<file path="src/rtl/conv_seq_pkg.sv">
// Purpose: shared constants and carrier types for the converter sequencer
// Assumes: 10-bit results, 16-bit memory addresses, byte-wide transfer count
// Notes: mode codes follow the two-bit sequence select field
package conv_seq_pkg;

    // widths
    localparam int RESULT_WIDTH = 10;
    localparam int CHANNEL_WIDTH = 4;
    localparam int ADDRESS_WIDTH = 16;
    localparam int COUNT_WIDTH = 8;
    localparam int WORD_WIDTH = 16;
    localparam int FIFO_DEPTH = 32;

    // conversion sequence select codes
    localparam logic [1:0] MODE_SINGLE = 2'h0;
    localparam logic [1:0] MODE_SEQUENCE = 2'h1;
    localparam logic [1:0] MODE_REPEAT_SINGLE = 2'h2;
    localparam logic [1:0] MODE_REPEAT_SEQUENCE = 2'h3;

    // transfer unit and channel arithmetic, reset values
    localparam logic [ADDRESS_WIDTH-1:0] POINTER_STEP = 16'h0002;
    localparam logic [ADDRESS_WIDTH-1:0] POINTER_RESET = 16'h0000;
    localparam logic [COUNT_WIDTH-1:0] COUNT_ZERO = 8'h00;
    localparam logic [COUNT_WIDTH-1:0] COUNT_LAST = 8'h01;
    localparam logic [CHANNEL_WIDTH-1:0] CHANNEL_ZERO = 4'h0;
    localparam logic [CHANNEL_WIDTH-1:0] CHANNEL_STEP = 4'h1;
    localparam logic [RESULT_WIDTH-1:0] RESULT_RESET = 10'h000;

    // sequencer states
    typedef enum logic [1:0] {
        SEQ_IDLE,
        SEQ_START,
        SEQ_CONVERT,
        SEQ_WAIT_TRIGGER
    } seq_state_type;

    // one result word queued for transfer
    typedef struct packed {
        logic [RESULT_WIDTH-1:0] data;
    } result_word_type;

    // one memory write cycle on the system bus
    typedef struct packed {
        logic valid;
        logic [ADDRESS_WIDTH-1:0] address;
        logic [WORD_WIDTH-1:0] data;
    } mem_write_type;

endpackage
</file>
<file path="src/rtl/conv_seq.sv">
// Purpose: conversion sequencer and result transfer unit with result queue
// Assumes: analog core outside; control bits only change while disarmed
// Notes: one clock; sample trigger pin synchronised by two flip-flops
// Functional notes
// - sequence select decodes single, sequence, repeats
// - single mode converts selected channel once
// - software start retriggers; other triggers need rearm
// - sequence descends from selected channel to zero
// - repeat single converts selected channel continuously
// - repeat sequence restarts from selected on trigger
// - multi convert: first edge, then automatic starts
// - multi convert ignores edges until end/rearm
// - disarm in single mode aborts at once
// - disarm in repeat single finishes current conversion
// - disarm in sequence modes finishes the sequence
// - mode zero plus disarm halts immediately
// - transfer unit active when count nonzero
// - each transfer one cycle, processor held off
// - one block spans start to start+2n-2
// - pointer steps by two, counter down one
// - one block stops at zero until address rewrite
// - second block spans start+2n to start+4n-2
// - block fills set flag, toggle block-one-full
// - continuous reloads pointer and counter after last
// - trigger edge starts each conversion unless multi convert
// - flag per result without transfer, else per block
`timescale 1ns/10ps

module result_fifo
#(
    parameter int WIDTH = 10,
    parameter int DEPTH = 32
)
(
    // clock and reset
    input wire logic i_clock,
    input wire logic i_resetn,
    // fill side
    input wire logic i_in_valid,
    input wire logic [WIDTH-1:0] i_in_data,
    output logic o_in_ready,
    // drain side
    output logic o_out_valid,
    output logic [WIDTH-1:0] o_out_data,
    input wire logic i_out_ready
);
    localparam int AW = $clog2(DEPTH);

    typedef struct packed {
        logic [DEPTH-1:0][WIDTH-1:0] mem;
        logic [AW-1:0] rd_ptr;
        logic [AW-1:0] wr_ptr;
        logic [AW:0] fill;
    } fifo_state_type;

    fifo_state_type fifo_ff;
    fifo_state_type nxt_fifo;
    logic push;
    logic pop;

    // honest full and empty straight from the fill count
    assign o_in_ready = (fifo_ff.fill != (AW+1)'(DEPTH));
    assign o_out_valid = (fifo_ff.fill != '0);
    assign o_out_data = fifo_ff.mem[fifo_ff.rd_ptr];
    assign push = i_in_valid && o_in_ready;
    assign pop = o_out_valid && i_out_ready;

    // next fifo state
    always_comb
    begin
        nxt_fifo = fifo_ff;
        if (push)
        begin
            nxt_fifo.mem[fifo_ff.wr_ptr] = i_in_data;
            nxt_fifo.wr_ptr = fifo_ff.wr_ptr + 1'b1;
        end
        if (pop)
        begin
            nxt_fifo.rd_ptr = fifo_ff.rd_ptr + 1'b1;
        end
        nxt_fifo.fill = fifo_ff.fill + (AW+1)'(push) - (AW+1)'(pop);
    end

    // register the fifo state
    always_ff @(posedge i_clock)
    begin
        if (!i_resetn)
        begin
            fifo_ff <= '0;
        end
        else
        begin
            fifo_ff <= nxt_fifo;
        end
    end
endmodule // result_fifo

module conv_seq
    import conv_seq_pkg::*;
(
    // clock and reset
    input wire logic i_clock,
    input wire logic i_resetn,
    // sequencer control
    input wire logic [1:0] i_conversion_sequence_select,
    input wire logic [CHANNEL_WIDTH-1:0] i_input_channel_select,
    input wire logic i_conversion_arm,
    input wire logic i_multi_sample_convert,
    input wire logic i_trigger_is_software,
    input wire logic i_software_start_conversion,
    input wire logic i_sample_trigger_input,
    // transfer unit control
    input wire logic [COUNT_WIDTH-1:0] i_transfer_count,
    input wire logic [ADDRESS_WIDTH-1:0] i_transfer_start_address,
    input wire logic i_start_address_write,
    input wire logic i_two_block_select,
    input wire logic i_continuous_transfer,
    input wire logic i_completion_flag_clear,
    // analog core handshake
    output logic o_core_start,
    output logic o_core_abort,
    output logic [CHANNEL_WIDTH-1:0] o_core_channel,
    input wire logic i_core_done,
    input wire logic [RESULT_WIDTH-1:0] i_core_data,
    // system memory bus
    input wire logic i_bus_ready,
    output logic o_mem_write,
    output logic [ADDRESS_WIDTH-1:0] o_mem_address,
    output logic [WORD_WIDTH-1:0] o_mem_data,
    output logic o_cpu_hold,
    // status
    output logic [RESULT_WIDTH-1:0] o_conversion_result,
    output logic o_converter_active,
    output logic o_completion_flag,
    output logic o_block_one_full
);

    typedef struct packed {
        seq_state_type state;
        logic [CHANNEL_WIDTH-1:0] channel;
        logic rearm_needed;
        logic [1:0] trigger_sync;
        logic trigger_prev;
        logic [RESULT_WIDTH-1:0] result;
        logic core_start;
        logic core_abort;
        logic completion;
        logic block_one_full;
        logic in_block_two;
        logic stopped;
        logic primed;
        logic [ADDRESS_WIDTH-1:0] pointer;
        logic [COUNT_WIDTH-1:0] counter;
        mem_write_type wr;
    } seq_top_state_type;

    // mode decoding shared by the sequencer and checks
    function automatic logic is_sequence(input logic [1:0] mode);
        return (mode == MODE_SEQUENCE) || (mode == MODE_REPEAT_SEQUENCE);
    endfunction

    function automatic logic is_repeat(input logic [1:0] mode);
        return (mode == MODE_REPEAT_SINGLE) || (mode == MODE_REPEAT_SEQUENCE);
    endfunction

    seq_top_state_type st_ff;
    seq_top_state_type nxt_st;
    logic trigger_edge;
    logic result_load;
    logic dtc_enabled;
    logic dtc_running;
    logic can_start;
    logic abort_now;
    logic fifo_in_ready;
    logic fifo_out_valid;
    logic fifo_pop;
    result_word_type fifo_in;
    result_word_type fifo_out;
    logic [ADDRESS_WIDTH-1:0] cur_pointer;
    logic [COUNT_WIDTH-1:0] cur_counter;

    // trigger source: software pulse, or synchronised pin rising edge
    assign trigger_edge = i_trigger_is_software ? i_software_start_conversion
        : (st_ff.trigger_sync[1] && !st_ff.trigger_prev);
    assign result_load = (st_ff.state == SEQ_CONVERT) && i_core_done;
    assign dtc_enabled = (i_transfer_count != COUNT_ZERO);
    assign dtc_running = dtc_enabled && !st_ff.stopped;
    // a full queue holds the next sample back rather than lose a word
    assign can_start = !dtc_running || fifo_in_ready;
    // immediate halt: single mode disarm, or mode zero with disarm
    assign abort_now = !i_conversion_arm
        && (i_conversion_sequence_select == MODE_SINGLE)
        && ((st_ff.state == SEQ_CONVERT) || (st_ff.state == SEQ_START));
    assign fifo_in.data = i_core_data;
    // an address write that cycle wins, so the word waits instead of being lost
    assign fifo_pop = fifo_out_valid && i_bus_ready && dtc_running && !i_start_address_write;
    // first transfer after a start address write picks up start and n
    assign cur_pointer = st_ff.primed ? st_ff.pointer : i_transfer_start_address;
    assign cur_counter = st_ff.primed ? st_ff.counter : i_transfer_count;

    result_fifo #(
        .WIDTH(RESULT_WIDTH),
        .DEPTH(FIFO_DEPTH)
    ) u_fifo (
        .i_clock(i_clock),
        .i_resetn(i_resetn),
        .i_in_valid(result_load && dtc_running),
        .i_in_data(fifo_in),
        .o_in_ready(fifo_in_ready),
        .o_out_valid(fifo_out_valid),
        .o_out_data(fifo_out),
        .i_out_ready(fifo_pop)
    );

    // next state of sequencer and transfer unit
    always_comb
    begin
        nxt_st = st_ff;
        nxt_st.trigger_sync = {st_ff.trigger_sync[0], i_sample_trigger_input};
        nxt_st.trigger_prev = st_ff.trigger_sync[1];
        nxt_st.core_start = 1'b0;
        nxt_st.core_abort = 1'b0;
        nxt_st.wr.valid = 1'b0;
        if (!i_conversion_arm)
        begin
            nxt_st.rearm_needed = 1'b0;
        end
        if (result_load)
        begin
            nxt_st.result = i_core_data;
        end
        unique case (st_ff.state)
            SEQ_IDLE:
            begin
                if (i_conversion_arm && trigger_edge && !st_ff.rearm_needed)
                begin
                    nxt_st.channel = i_input_channel_select;
                    nxt_st.state = SEQ_START;
                end
            end
            SEQ_START:
            begin
                if (abort_now)
                begin
                    nxt_st.state = SEQ_IDLE;
                end
                else if (can_start)
                begin
                    nxt_st.core_start = 1'b1;
                    nxt_st.state = SEQ_CONVERT;
                end
            end
            SEQ_CONVERT:
            begin
                if (abort_now)
                begin
                    nxt_st.core_abort = 1'b1;
                    nxt_st.state = SEQ_IDLE;
                end
                else if (i_core_done)
                begin
                    unique case (i_conversion_sequence_select)
                        MODE_SINGLE:
                        begin
                            nxt_st.state = SEQ_IDLE;
                            nxt_st.rearm_needed = !i_trigger_is_software;
                        end
                        MODE_SEQUENCE:
                        begin
                            if (st_ff.channel == CHANNEL_ZERO)
                            begin
                                nxt_st.state = SEQ_IDLE;
                                nxt_st.rearm_needed = !i_trigger_is_software;
                            end
                            else
                            begin
                                nxt_st.channel = st_ff.channel - CHANNEL_STEP;
                                nxt_st.state = i_multi_sample_convert ? SEQ_START
                                    : SEQ_WAIT_TRIGGER;
                            end
                        end
                        MODE_REPEAT_SINGLE:
                        begin
                            if (!i_conversion_arm)
                            begin
                                nxt_st.state = SEQ_IDLE;
                            end
                            else
                            begin
                                nxt_st.state = i_multi_sample_convert ? SEQ_START
                                    : SEQ_WAIT_TRIGGER;
                            end
                        end
                        MODE_REPEAT_SEQUENCE:
                        begin
                            if (st_ff.channel != CHANNEL_ZERO)
                            begin
                                nxt_st.channel = st_ff.channel - CHANNEL_STEP;
                                nxt_st.state = i_multi_sample_convert ? SEQ_START
                                    : SEQ_WAIT_TRIGGER;
                            end
                            else if (!i_conversion_arm)
                            begin
                                nxt_st.state = SEQ_IDLE;
                            end
                            else
                            begin
                                nxt_st.channel = i_input_channel_select;
                                nxt_st.state = i_multi_sample_convert ? SEQ_START
                                    : SEQ_WAIT_TRIGGER;
                            end
                        end
                    endcase
                end
            end
            SEQ_WAIT_TRIGGER:
            begin
                // a sequence in flight ignores disarm until channel zero
                if (!i_conversion_arm && !is_sequence(i_conversion_sequence_select))
                begin
                    nxt_st.state = SEQ_IDLE;
                end
                else if (trigger_edge)
                begin
                    nxt_st.state = SEQ_START;
                end
            end
        endcase

        // a start address write rearms the transfer unit
        if (i_start_address_write)
        begin
            nxt_st.stopped = 1'b0;
            nxt_st.primed = 1'b0;
            nxt_st.in_block_two = 1'b0;
        end
        else if (fifo_pop)
        begin
            nxt_st.wr.valid = 1'b1;
            nxt_st.wr.address = cur_pointer;
            nxt_st.wr.data = WORD_WIDTH'(fifo_out.data);
            nxt_st.pointer = cur_pointer + POINTER_STEP;
            nxt_st.counter = cur_counter - COUNT_LAST;
            nxt_st.primed = 1'b1;
            if (cur_counter == COUNT_LAST)
            begin
                if (i_two_block_select && !st_ff.in_block_two)
                begin
                    // pointer runs on into the second block
                    nxt_st.block_one_full = 1'b1;
                    nxt_st.in_block_two = 1'b1;
                    nxt_st.counter = i_transfer_count;
                end
                else
                begin
                    nxt_st.in_block_two = 1'b0;
                    if (i_two_block_select)
                    begin
                        nxt_st.block_one_full = 1'b0;
                    end
                    if (i_continuous_transfer)
                    begin
                        nxt_st.pointer = i_transfer_start_address;
                        nxt_st.counter = i_transfer_count;
                    end
                    else
                    begin
                        nxt_st.stopped = 1'b1;
                    end
                end
            end
        end

        // flag: set wins over a clear in the same cycle
        nxt_st.completion = st_ff.completion && !i_completion_flag_clear;
        if ((result_load && !dtc_enabled)
            || (fifo_pop && !i_start_address_write && (cur_counter == COUNT_LAST)))
        begin
            nxt_st.completion = 1'b1;
        end
    end

    // register all state
    always_ff @(posedge i_clock)
    begin
        if (!i_resetn)
        begin
            st_ff <= '{state: SEQ_IDLE, channel: CHANNEL_ZERO, result: RESULT_RESET,
                       pointer: POINTER_RESET, counter: COUNT_ZERO, default: '0};
        end
        else
        begin
            st_ff <= nxt_st;
        end
    end

    // outputs
    assign o_core_start = st_ff.core_start;
    assign o_core_abort = st_ff.core_abort;
    assign o_core_channel = st_ff.channel;
    assign o_mem_write = st_ff.wr.valid;
    assign o_mem_address = st_ff.wr.address;
    assign o_mem_data = st_ff.wr.data;
    assign o_cpu_hold = st_ff.wr.valid;
    assign o_conversion_result = st_ff.result;
    assign o_converter_active = (st_ff.state != SEQ_IDLE);
    assign o_completion_flag = st_ff.completion;
    assign o_block_one_full = st_ff.block_one_full;
endmodule // conv_seq

</file>
<file path="config.mk">
export PLATFORM = sky130hd
export DESIGN_NAME = conv_seq
export DESIGN_NICKNAME = d
export VERILOG_FILES = /design/src/rtl/conv_seq_pkg.sv /design/src/rtl/conv_seq.sv
export SDC_FILE = /design/constraint.sdc
export NUM_CORES = 1
export LEC_CHECK = 0
export ABC_AREA = 0
export BUFFER_PORTS_ARGS = -buffer_cell sky130_fd_sc_hd__buf_2
export CAP_MARGIN = 20
export CELL_PAD_IN_SITES_DETAIL_PLACEMENT = 1
export CELL_PAD_IN_SITES_GLOBAL_PLACEMENT = 1
export CORE_MARGIN = 2
export CORE_UTILIZATION = 42
export CTS_CLUSTER_DIAMETER = 30
export CTS_CLUSTER_SIZE = 28
export DETAILED_ROUTE_END_ITERATION = 6
export HOLD_SLACK_MARGIN = 0.15
export PLACE_DENSITY = 0.78
export RECOVER_POWER = 50
export SYNTH_ARGS = -nofsm -noshare
export SYNTH_HDL_FRONTEND = slang
export SYNTH_SLANG_ARGS = --single-unit
</file>
<file path="constraint.sdc">
create_clock -name i_clock -period 4.1 [get_ports i_clock]
set_clock_uncertainty 0.2 [all_clocks]
set_input_delay 1.23 -clock i_clock [delete_from_list [all_inputs] [get_ports i_clock]]
set_output_delay 1.23 -clock i_clock [all_outputs]
set_load 0.03 [all_outputs]
</file>
[Word-level counts from Yosys, hierarchy flattened]
Cells that the tools add are included.
Cells by class
  add/sub/neg operators: 7
  magnitude comparators: 3
  equal/unequal tests: 17
  muxes and demuxes: 40
  bitwise gates (word level): 5
  reduce and logical (&&, ||, !) cells: 53
Operators by type and width (count)
  $bwmux 320: 1
  $bmux 10 s5: 1
  $demux 10 s5: 1
  $mux 24: 2
  $mux 33: 1
  $mux 16: 2
  $logic_and 1x1->1: 20
  $mux 10: 2
  $mux 2: 9
  $add 16x2->16 const B: 1
  $mux 8: 2
  $pmux 2 s4: 2
  $pmux 4 s2: 2
  $lt 5x6->1 const B: 2
  $mux 6: 2
  $ne 3x3->1 const B: 4
  $reduce_and 4->1: 3
  $logic_not 1->1: 11
  $add 5x1->5 const B: 2
  $eq 2x2->1 const B: 4
  $eq 8x1->1 const B: 1
  $mux 1: 8
  $mux 4: 2
  $reduce_bool 8->1: 1
  24 further kinds: 39
Storage, ports and cells
  flip-flop bits (word level): 414
  input port bits: 53
  output and inout bits: 53
  logic and storage cells: 178

[Logic depth before layout (Yosys ltp)]
Gate-level depths: netlist of the first run.
  word-level depth: 8
  gate-level depth with buffers: 17
  gate-level depth less buffers: 14

[Cells and area by module]
From an unflattened synthesis of the first run, not the netlist that was laid out.
Unflattened totals
  cells, all modules: 2054
  area total of the unflattened synthesis: 19327.3 um2
By module, submodules not included
  result_fifo: instances 1, cells an instance 1460, area each 14621.5 um2, sequential area each 6726.5 um2
  conv_seq: instances 1, cells an instance 594, area each 4705.8 um2, sequential area each 1561.5 um2

[Worst setup path after synthesis of the first run]
Ideal clock, no wire load.
  path type: input to register
  from: input port i_transfer_count[6]
  to: register u_fifo.fifo_ff[4] (netlist name)
  setup time: 0.128 ns
  arrival: 4.023 ns
  setup slack: -0.251 ns
  stages: 17
  buffers on the path: 4
  cell sequence: nor4_1 a21o_1 buf_2 or4b_1 buf_2 clkinv_4 buf_4 buf_2 ha_1 inv_1 ha_1 fa_1 a21oi_1 nor2_1 nor2_1 xor2_1 nor2_1
Between the ends
  cells in the longest elaborated chain, start to end: 6
  elaborated cells between the ends (all ways): 9
  those cells by class: add/sub (2); reduce/logical (7)
RTL lines
  start: declaration: RTL line conv_seq.sv:113  | input wire logic [COUNT_WIDTH-1:0] i_transfer_count,
  $reduce_bool 8->1: RTL line conv_seq.sv:186  | assign dtc_enabled = (i_transfer_count != COUNT_ZERO);
  $logic_and 1x1->1: RTL line conv_seq.sv:187  | assign dtc_running = dtc_enabled && !st_ff.stopped;
  $logic_and 1x1->1 (2 in series): RTL line conv_seq.sv:196  | assign fifo_pop = fifo_out_valid && i_bus_ready && dtc_running && !i_start_address_write;
  $logic_and 1x1->1: RTL line conv_seq.sv:66  | assign pop = o_out_valid && i_out_ready;
  named net u_fifo.pop: RTL line conv_seq.sv:59  | logic pop;
  $sub 6x1->6: RTL line conv_seq.sv:81  | nxt_fifo.fill = fifo_ff.fill + (AW+1)'(push) - (AW+1)'(pop);
  end signal: assignment: RTL line conv_seq.sv:93  | fifo_ff <= nxt_fifo;
  end: declaration: RTL line conv_seq.sv:56  | fifo_state_type fifo_ff;
The timed path passes the listed nets, and every way through them passes these cells.
A chain may end at the register's enable or synchronous reset.

[Worst setup path after layout of the first run]
  from: input port i_resetn
  to: register u_fifo.fifo_ff[210] (netlist name)
RTL lines
  start: declaration: RTL line conv_seq.sv:103  | input wire logic i_resetn,
No word-level cell between the ends.

==> flow_summary.json, run 1 <==
{
  "via_per_inst": 6.05,
  "worstSetupPathType": "in -> reg",
  "synth_cells": 2396,
  "root_buffer": "clkbuf_16",
  "avgSynthCellArea_sq_um": 8.23,
  "drc_errors": 0,
  "hold_viol_final": 0,
  "io_pins": 106,
  "drt-initial-drc-count": 1635,
  "cp.arrival_ns": 3.96,
  "async_flop_share": 0,
  "vdd_ir_drop_max_uv": 408,
  "worst_setup_path_start_kind": "input port",
  "initial_utilization": 0.424,
  "rows": 79,
  "first_pass_iters": 5,
  "post_cts_resized": 0,
  "cp-end-kind": "register",
  "pre_cts_slack_ns": 0.0771,
  "cts_buffers": 97,
  "seq_area_frac_synth": 0.420,
  "grt_pass1_vias": 19800,
  "synth_edf_count": 0,
  "diodes": 0,
  "dieArea_sq_um": 48700,
  "min_path_type": "reg -> reg",
  "postPlaceCellArea_sq_um": 20400,
  "fillCellCount": 5428,
  "post-cts-setup-buffers": 0,
  "setup_ws_ns": 0.470,
  "syn-cell-area_sq_um": 19700,
  "powerDensity_nw_per_um2": 569,
  "num_vias": 18600,
  "h-tree-depth": 3,
  "power_switching_share": 0.256,
  "gr-total-overflow": 0,
  "port_buffers": 99,
  "grt_pass1_wl_microns": 108000,
  "rsz0062_at_grt": "false",
  "crit_fanout": 105,
  "drive_gt1_frac": 0.143,
  "synthDistinctLibCells": 76,
  "p_int_w": 0.0100,
  "dp_hpwl_microns": 40200,
  "yosysTopAreaCell": "dfxtp_1",
  "fin_area_sq_um": 23600,
  "p_clk_frac": 0.578,
  "cts_tree": "done",
  "synth_top_area_frac": 0.420,
  "wl_per_cell_microns": 22.1,
  "die_w_microns": 221,
  "worst-slew-pin-transition_ns": 2.09,
  "grt_max_degree": 106,
  "p_sw_w": 0.00345,
  "fmax_mhz": 275,
  "die_y_microns": 221,
  "area_delta_synth_final_pct": 19.9,
  "ant_nets": 0,
  "ctsHoldBuffers": 0,
  "ys.flop_type": "dfxtp_1",
  "violations": "capacitance limit, slew limit",
  "fin_crit_sh": 0.885,
  "gp_congestion": 0.860,
  "synth_area_leaders": "dfxtp_1, a21oi_1, nand3_1",
  "power_frac_seq": 0.319,
  "core_area_sq_um": 46500,
  "wl_microns": 67900,
  "max-slew-margin-rel": -0.396,
  "p_leak_nw": 7.87,
  "status": "finished, violations left",
  "yosysWarningCount": 0,
  "grt.total_usage": 0.281,
  "slew_violations": 147,
  "setup_violations": 0,
  "cp.required_ns": 4.43,
  "fin_setup_tns_ns": 0,
  "layout.nets": 2463,
  "clockBufferDepth": 3,
  "numClockSinks": 414,
  "clk-insertion-delay-late_ns": 0.63,
  "power_frac_comb": 0.103,
  "synth-seq-cells": 414,
  "maxCapViolCount": 2,
  "post-route-min-period_ns": 3.63,
  "antenna_found_initial": 1,
  "clk_pin_slew_worst_paths_ns": 0.05
}
==> stage by stage <==
step / total power, W / hold WS (ns) / utilization / cells
6_report: 0.0134 / 0.240 / 0.509 / 3068
5_1_grt: 0.0139 / 0.263 / 0.509 / 3068
4_1_cts: 0.0135 / 0.250 / 0.510 / 3068
3_5_place_dp: 0.00573 / 0.240 / 0.439 / 2893
3_3_place_gp: 0.00567 / 0.214 / 0.439 / 2892
2_1_floorplan: 0.00538 / 0.212 / - / 2401
==> critical path: stages <==
cell and delay [ns]:
buf_2 0.11, clkinvlp_4 1.50, clkbuf_2 0.77, a21oi_1 0.24
==> cells in the final DEF, fill, tap and decap left out, drive strengths merged, types with 7 or more instances in the layout <==
| cell | instances |
|---|---|
| nand2 | 417 |
| dfxtp | 414 |
| a21oi | 382 |
| nand3 | 353 |
| clkbuf | 179 |
| buf | 107 |
| mux2i | 78 |
| nor2 | 64 |
| mux4 | 55 |
| o21ai | 47 |
| inv | 35 |
| a211oi | 27 |
| ha | 24 |
| clkinv | 22 |
| nor3 | 18 |
| o22ai | 16 |
| o221ai | 12 |
| clkinvlp | 11 |
| xnor2 | 11 |
| a31oi | 11 |
| bufinv | 11 |
| o31ai | 9 |
| and2 | 9 |
| a21o | 8 |
| xor2 | 8 |
| nand4 | 8 |
| nor2b | 7 |
| a311oi | 7 |
| nand3b | 7 |
| a221oi | 7 |
| nor3b | 7 |
==> power groups by stage <==
stage | registers, W | logic, W | clock network [W]
global placement | 0.00435 | 0.00133 | 0
floorplan | 0.00430 | 0.00109 | 0
CTS | 0.00428 | 0.00139 | 0.00787
finish | 0.00429 | 0.00138 | 0.00778
global route | 0.00430 | 0.00151 | 0.00811
detailed placement | 0.00436 | 0.00138 | 0
==> final timing paths <==
check,to,cells after the start,slack (ns),start
max,u_fifo.fifo_ff[210],4,0.47,i_resetn
min,nxt_st[74],1,0.24,nxt_st[76]
max reg2reg,u_fifo.fifo_ff[4],12,0.91,u_fifo.fifo_ff[4]
min reg2reg,nxt_st[74],1,0.24,nxt_st[76]
==> kinds of logic after synthesis <==
family / count (synthesis) / share of synthesized area
DFF: 414 / 0.420
buffers and inverters: 305 / 0.0706
muxes: 136 / 0.104
xor gates and xnor gates: 19 / 0.00844
AOI/OAI and AO/OA: 572 / 0.166
other: 1 / 0.000190
adders and majority gates: 25 / 0.0162
and+or+nand+nor: 924 / 0.214
==> routing by layer <==
layer | wire length [microns] | share of wire | up-vias | track usage
met5 | 0 | 0 | - | 0
met4 | 1950 | 0.029 | 0 | 0.104
met3 | 3980 | 0.059 | 149 | 0.0525
met2 | 33300 | 0.49 | 598 | 0.485
met1 | 28700 | 0.42 | 9361 | 0.347
li1 | - | - | 8450 | -
==> sequential cells by signal (all words and copies together) (netlist names) <==
| signal | flops |
|---|---|
| o_core_channel | 4 |
| st_ff | 31 |
| o_mem_address | 16 |
| o_core_abort | 1 |
| nxt_st | 2 |
| o_completion_flag | 1 |
| o_block_one_full | 1 |
| o_cpu_hold | 1 |
| u_fifo.fifo_ff | 336 |
| o_core_start | 1 |
| o_conversion_result | 10 |
| o_mem_data | 10 |
==> synth_stat cells (all sizes together), types with 8 or more instances <==
library cell and number:
a211oi 27, a21o 8, a21oi 382, a31oi 11
and2 9, buf 110, clkbuf 161, dfxtp 414
ha 24, inv 32, mux2i 78, mux4 55
nand2 417, nand3 353, nand4 8, nor2 64
nor3 18, o21ai 47, o221ai 12, o22ai 16
o31ai 9, xnor2 11, xor2 8
==> final cells by class <==
cell class / instances / area [sq um] / area share
Clock buffer: 130 / 2750 / 0.116
Clock inverter: 45 / 581 / 0.0246
Inverter: 34 / 136 / 0.00577
Multi-Input combinational cell: 1682 / 10100 / 0.428
Sequential cell: 414 / 8300 / 0.351
Tap cell: 607 / 759 / 0.0321
Timing Repair Buffer: 156 / 991 / 0.0419
No activity file was read; power rests on OpenSTA's default activity.
==> run 2, diff against run 1 <==
Settings changed: CORE_UTILIZATION 42 to 43, CTS_BUF_LIST set to sky130_fd_sc_hd__clkbuf_4, PLACE_DENSITY 0.78 to 0.8.
==> run 2 against run 1 <==
Against the previous run:
- non-clock buffer count rose by 10
- register-to-register slack got worse by 0.27 ns
- critical path depth grew 5
- global-route usage is 0.40 points lower
- critical path type unchanged
- first-iteration DRC count up 4.6%
- the run still ends with capacitance limit, slew limit left
- flip-flop and latch count unchanged
- core utilization fell by 2.5 points
==> flow_summary.json, run 2 (synthesized netlist as in run 1, its figures left out) <==
{
  "status": "finished, violations left",
  "violations": "capacitance limit, slew limit",
  "drive_gt1_frac": 0.142,
  "rsz0062_at_grt": "false",
  "largest_register_ffs": 336,
  "cts_buffers": 99,
  "p_leak_nw": 7.16,
  "regArea_sq_um": 8300,
  "fmax_mhz": 283,
  "post_cts_resized": 0,
  "grt_pass1_wl_microns": 106000,
  "power_frac_comb": 0.137,
  "grt_pass1_vias": 19500,
  "die_y_microns": 218,
  "worst_setup_path_start_kind": "input port",
  "crit_path_top_delay_cell": "nor3_2",
  "via_per_inst": 6.06,
  "clk-insertion-delay-late_ns": 0.85,
  "crit_fanout": 51,
  "fillCellCount": 5473,
  "p_int_w": 0.00701,
  "post-route-min-period_ns": 3.53,
  "antenna_found_initial": 2,
  "num_vias": 18700,
  "fin_setup_tns_ns": 0,
  "wl_per_cell_microns": 21.4,
  "power_frac_seq": 0.430,
  "layout_common_cells": "nand2_1, dfxtp_1, a21oi_1, nand3_1, clkbuf_4",
  "powerDensity_nw_per_um2": 452,
  "min_path_type": "reg -> reg",
  "vdd_ir_drop_max_uv": 233,
  "grt.total_usage": 0.277,
  "numClockSinks": 414,
  "cpMostUsedCell": "nand2_1",
  "io_pins": 106,
  "postPlaceCellArea_sq_um": 20400,
  "cp-end-kind": "register",
  "hold_viol_final": 0,
  "p_sw_w": 0.00290,
  "top_register": "u_fifo.fifo_ff",
  "setup_violations": 0,
  "fin_area_sq_um": 21900,
  "power_switching_share": 0.292,
  "port_buffers": 99,
  "path_buf_inv": 3,
  "maxCapViolCount": 1,
  "h-tree-depth": 3,
  "p_clk_frac": 0.433,
  "gp_congestion": 0.892,
  "worst-slew-pin-transition_ns": 2.02,
  "clk_pin_slew_worst_paths_ns": 0.07,
  "gr-total-overflow": 0,
  "fin_util": 0.484,
  "grt_max_degree": 105,
  "cp_top_family": "simple AND/OR/NAND/NOR gates",
  "slew_violations": 46,
  "fin_crit_sh": 0.861,
  "clockBufferDepth": 3,
  "drc_errors": 0,
  "first_pass_iters": 6,
  "die_w_microns": 218,
  "initial_utilization": 0.435,
  "drt-initial-drc-count": 1710,
  "wl_microns": 66100,
  "core_area_sq_um": 45300,
  "multi_input_area_sq_um": 10100,
  "cp_cell_sequence": "clkbuf_1 > nor4_1 > a21o_1 > buf_4 > nor3_2 > buf_12 > nand2_1 > nand2_1 > a21oi_1",
  "dp_hpwl_microns": 40700,
  "max-slew-margin-rel": -0.345,
  "rows": 78,
  "cp.required_ns": 4.61,
  "r2r_setup_slack_ns": 0.64,
  "ant_nets": 0,
  "ctsHoldBuffers": 0,
  "worstSetupPathType": "in -> reg",
  "post-cts-setup-buffers": 0,
  "cpPeakStageDelay_ns": 1.01,
  "layout.nets": 2475,
  "area_delta_synth_final_pct": 11.2,
  "dieArea_sq_um": 47600,
  "cp.arrival_ns": 4.04,
  "layout_commonest_cell": "nand2_1",
  "root_buffer": "clkbuf_4",
  "cts_tree": "done"
}
run 2: changes by cell type in the layout (fill, tap and decap cells not counted), sizes merged:
cell,change
clkinvlp,-4
buf,+8
diode,+5
clkbuf,-14
bufinv,+5
clkinv,+25
run 2: layout make-up:
| class | count | share of cell area |
|---|---|---|
| clock buffers | 114 | 0.0390 |
| multi-input cells | 1682 | 0.460 |
| diodes | 5 | 0.000571 |
| flip-flops and latches | 414 | 0.378 |
| well taps | 600 | 0.0342 |
| clock inverters | 71 | 0.0342 |
| repair buffers | 166 | 0.0469 |
| inverters | 34 | 0.00622 |
run 2: worst reg2reg max path: stages (launching register included):
cell	delay [ns]
dfxtp_1	0.34
inv_1	0.11
ha_1	0.22
and2_0	0.22
nand2_1	0.18
nor3_2	1.01
buf_12	0.35
nand2_1	0.40
nand2_1	0.22
a21oi_1	0.10
run 2: path summary, 6_finish.rpt:
path                          to  cells after the start           startpoint
min reg2reg            st_ff[74]                      1           nxt_st[74]
max          u_fifo.fifo_ff[169]                      9  i_transfer_count[7]
min                    st_ff[74]                      1           nxt_st[74]
max reg2reg  u_fifo.fifo_ff[169]                      9            st_ff[82]
run 2: power by group through the flow:
stage	combinational (W)	clock, W	sequential (W)
global placement	0.00131	0	0.00434
finish	0.00136	0.00429	0.00426
floorplan	0.00109	0	0.00430
detailed placement	0.00136	0	0.00435
global route	0.00148	0.00460	0.00428
CTS	0.00137	0.00437	0.00425
run 2: metal layers:
metal / GRT usage / share of wire / vias to the layer above
met4: 0.113 / 0.030 / 0
met5: 0 / 0 / -
met2: 0.468 / 0.49 / 625
met3: 0.0476 / 0.057 / 162
li1: - / - / 8498
met1: 0.349 / 0.43 / 9423
run 2: stage by stage:
step	worst slack, ns	instances	power, W	hold slack (ns)
floorplan	0.0135	2401	0.00538	0.212
global placement	0.173	2896	0.00565	0.214
detailed placement	0.00321	2896	0.00571	0.238
CTS	0.789	3081	0.0100	0.255
global route	0.378	3086	0.0104	0.262
finish	0.570	3086	0.00991	0.251
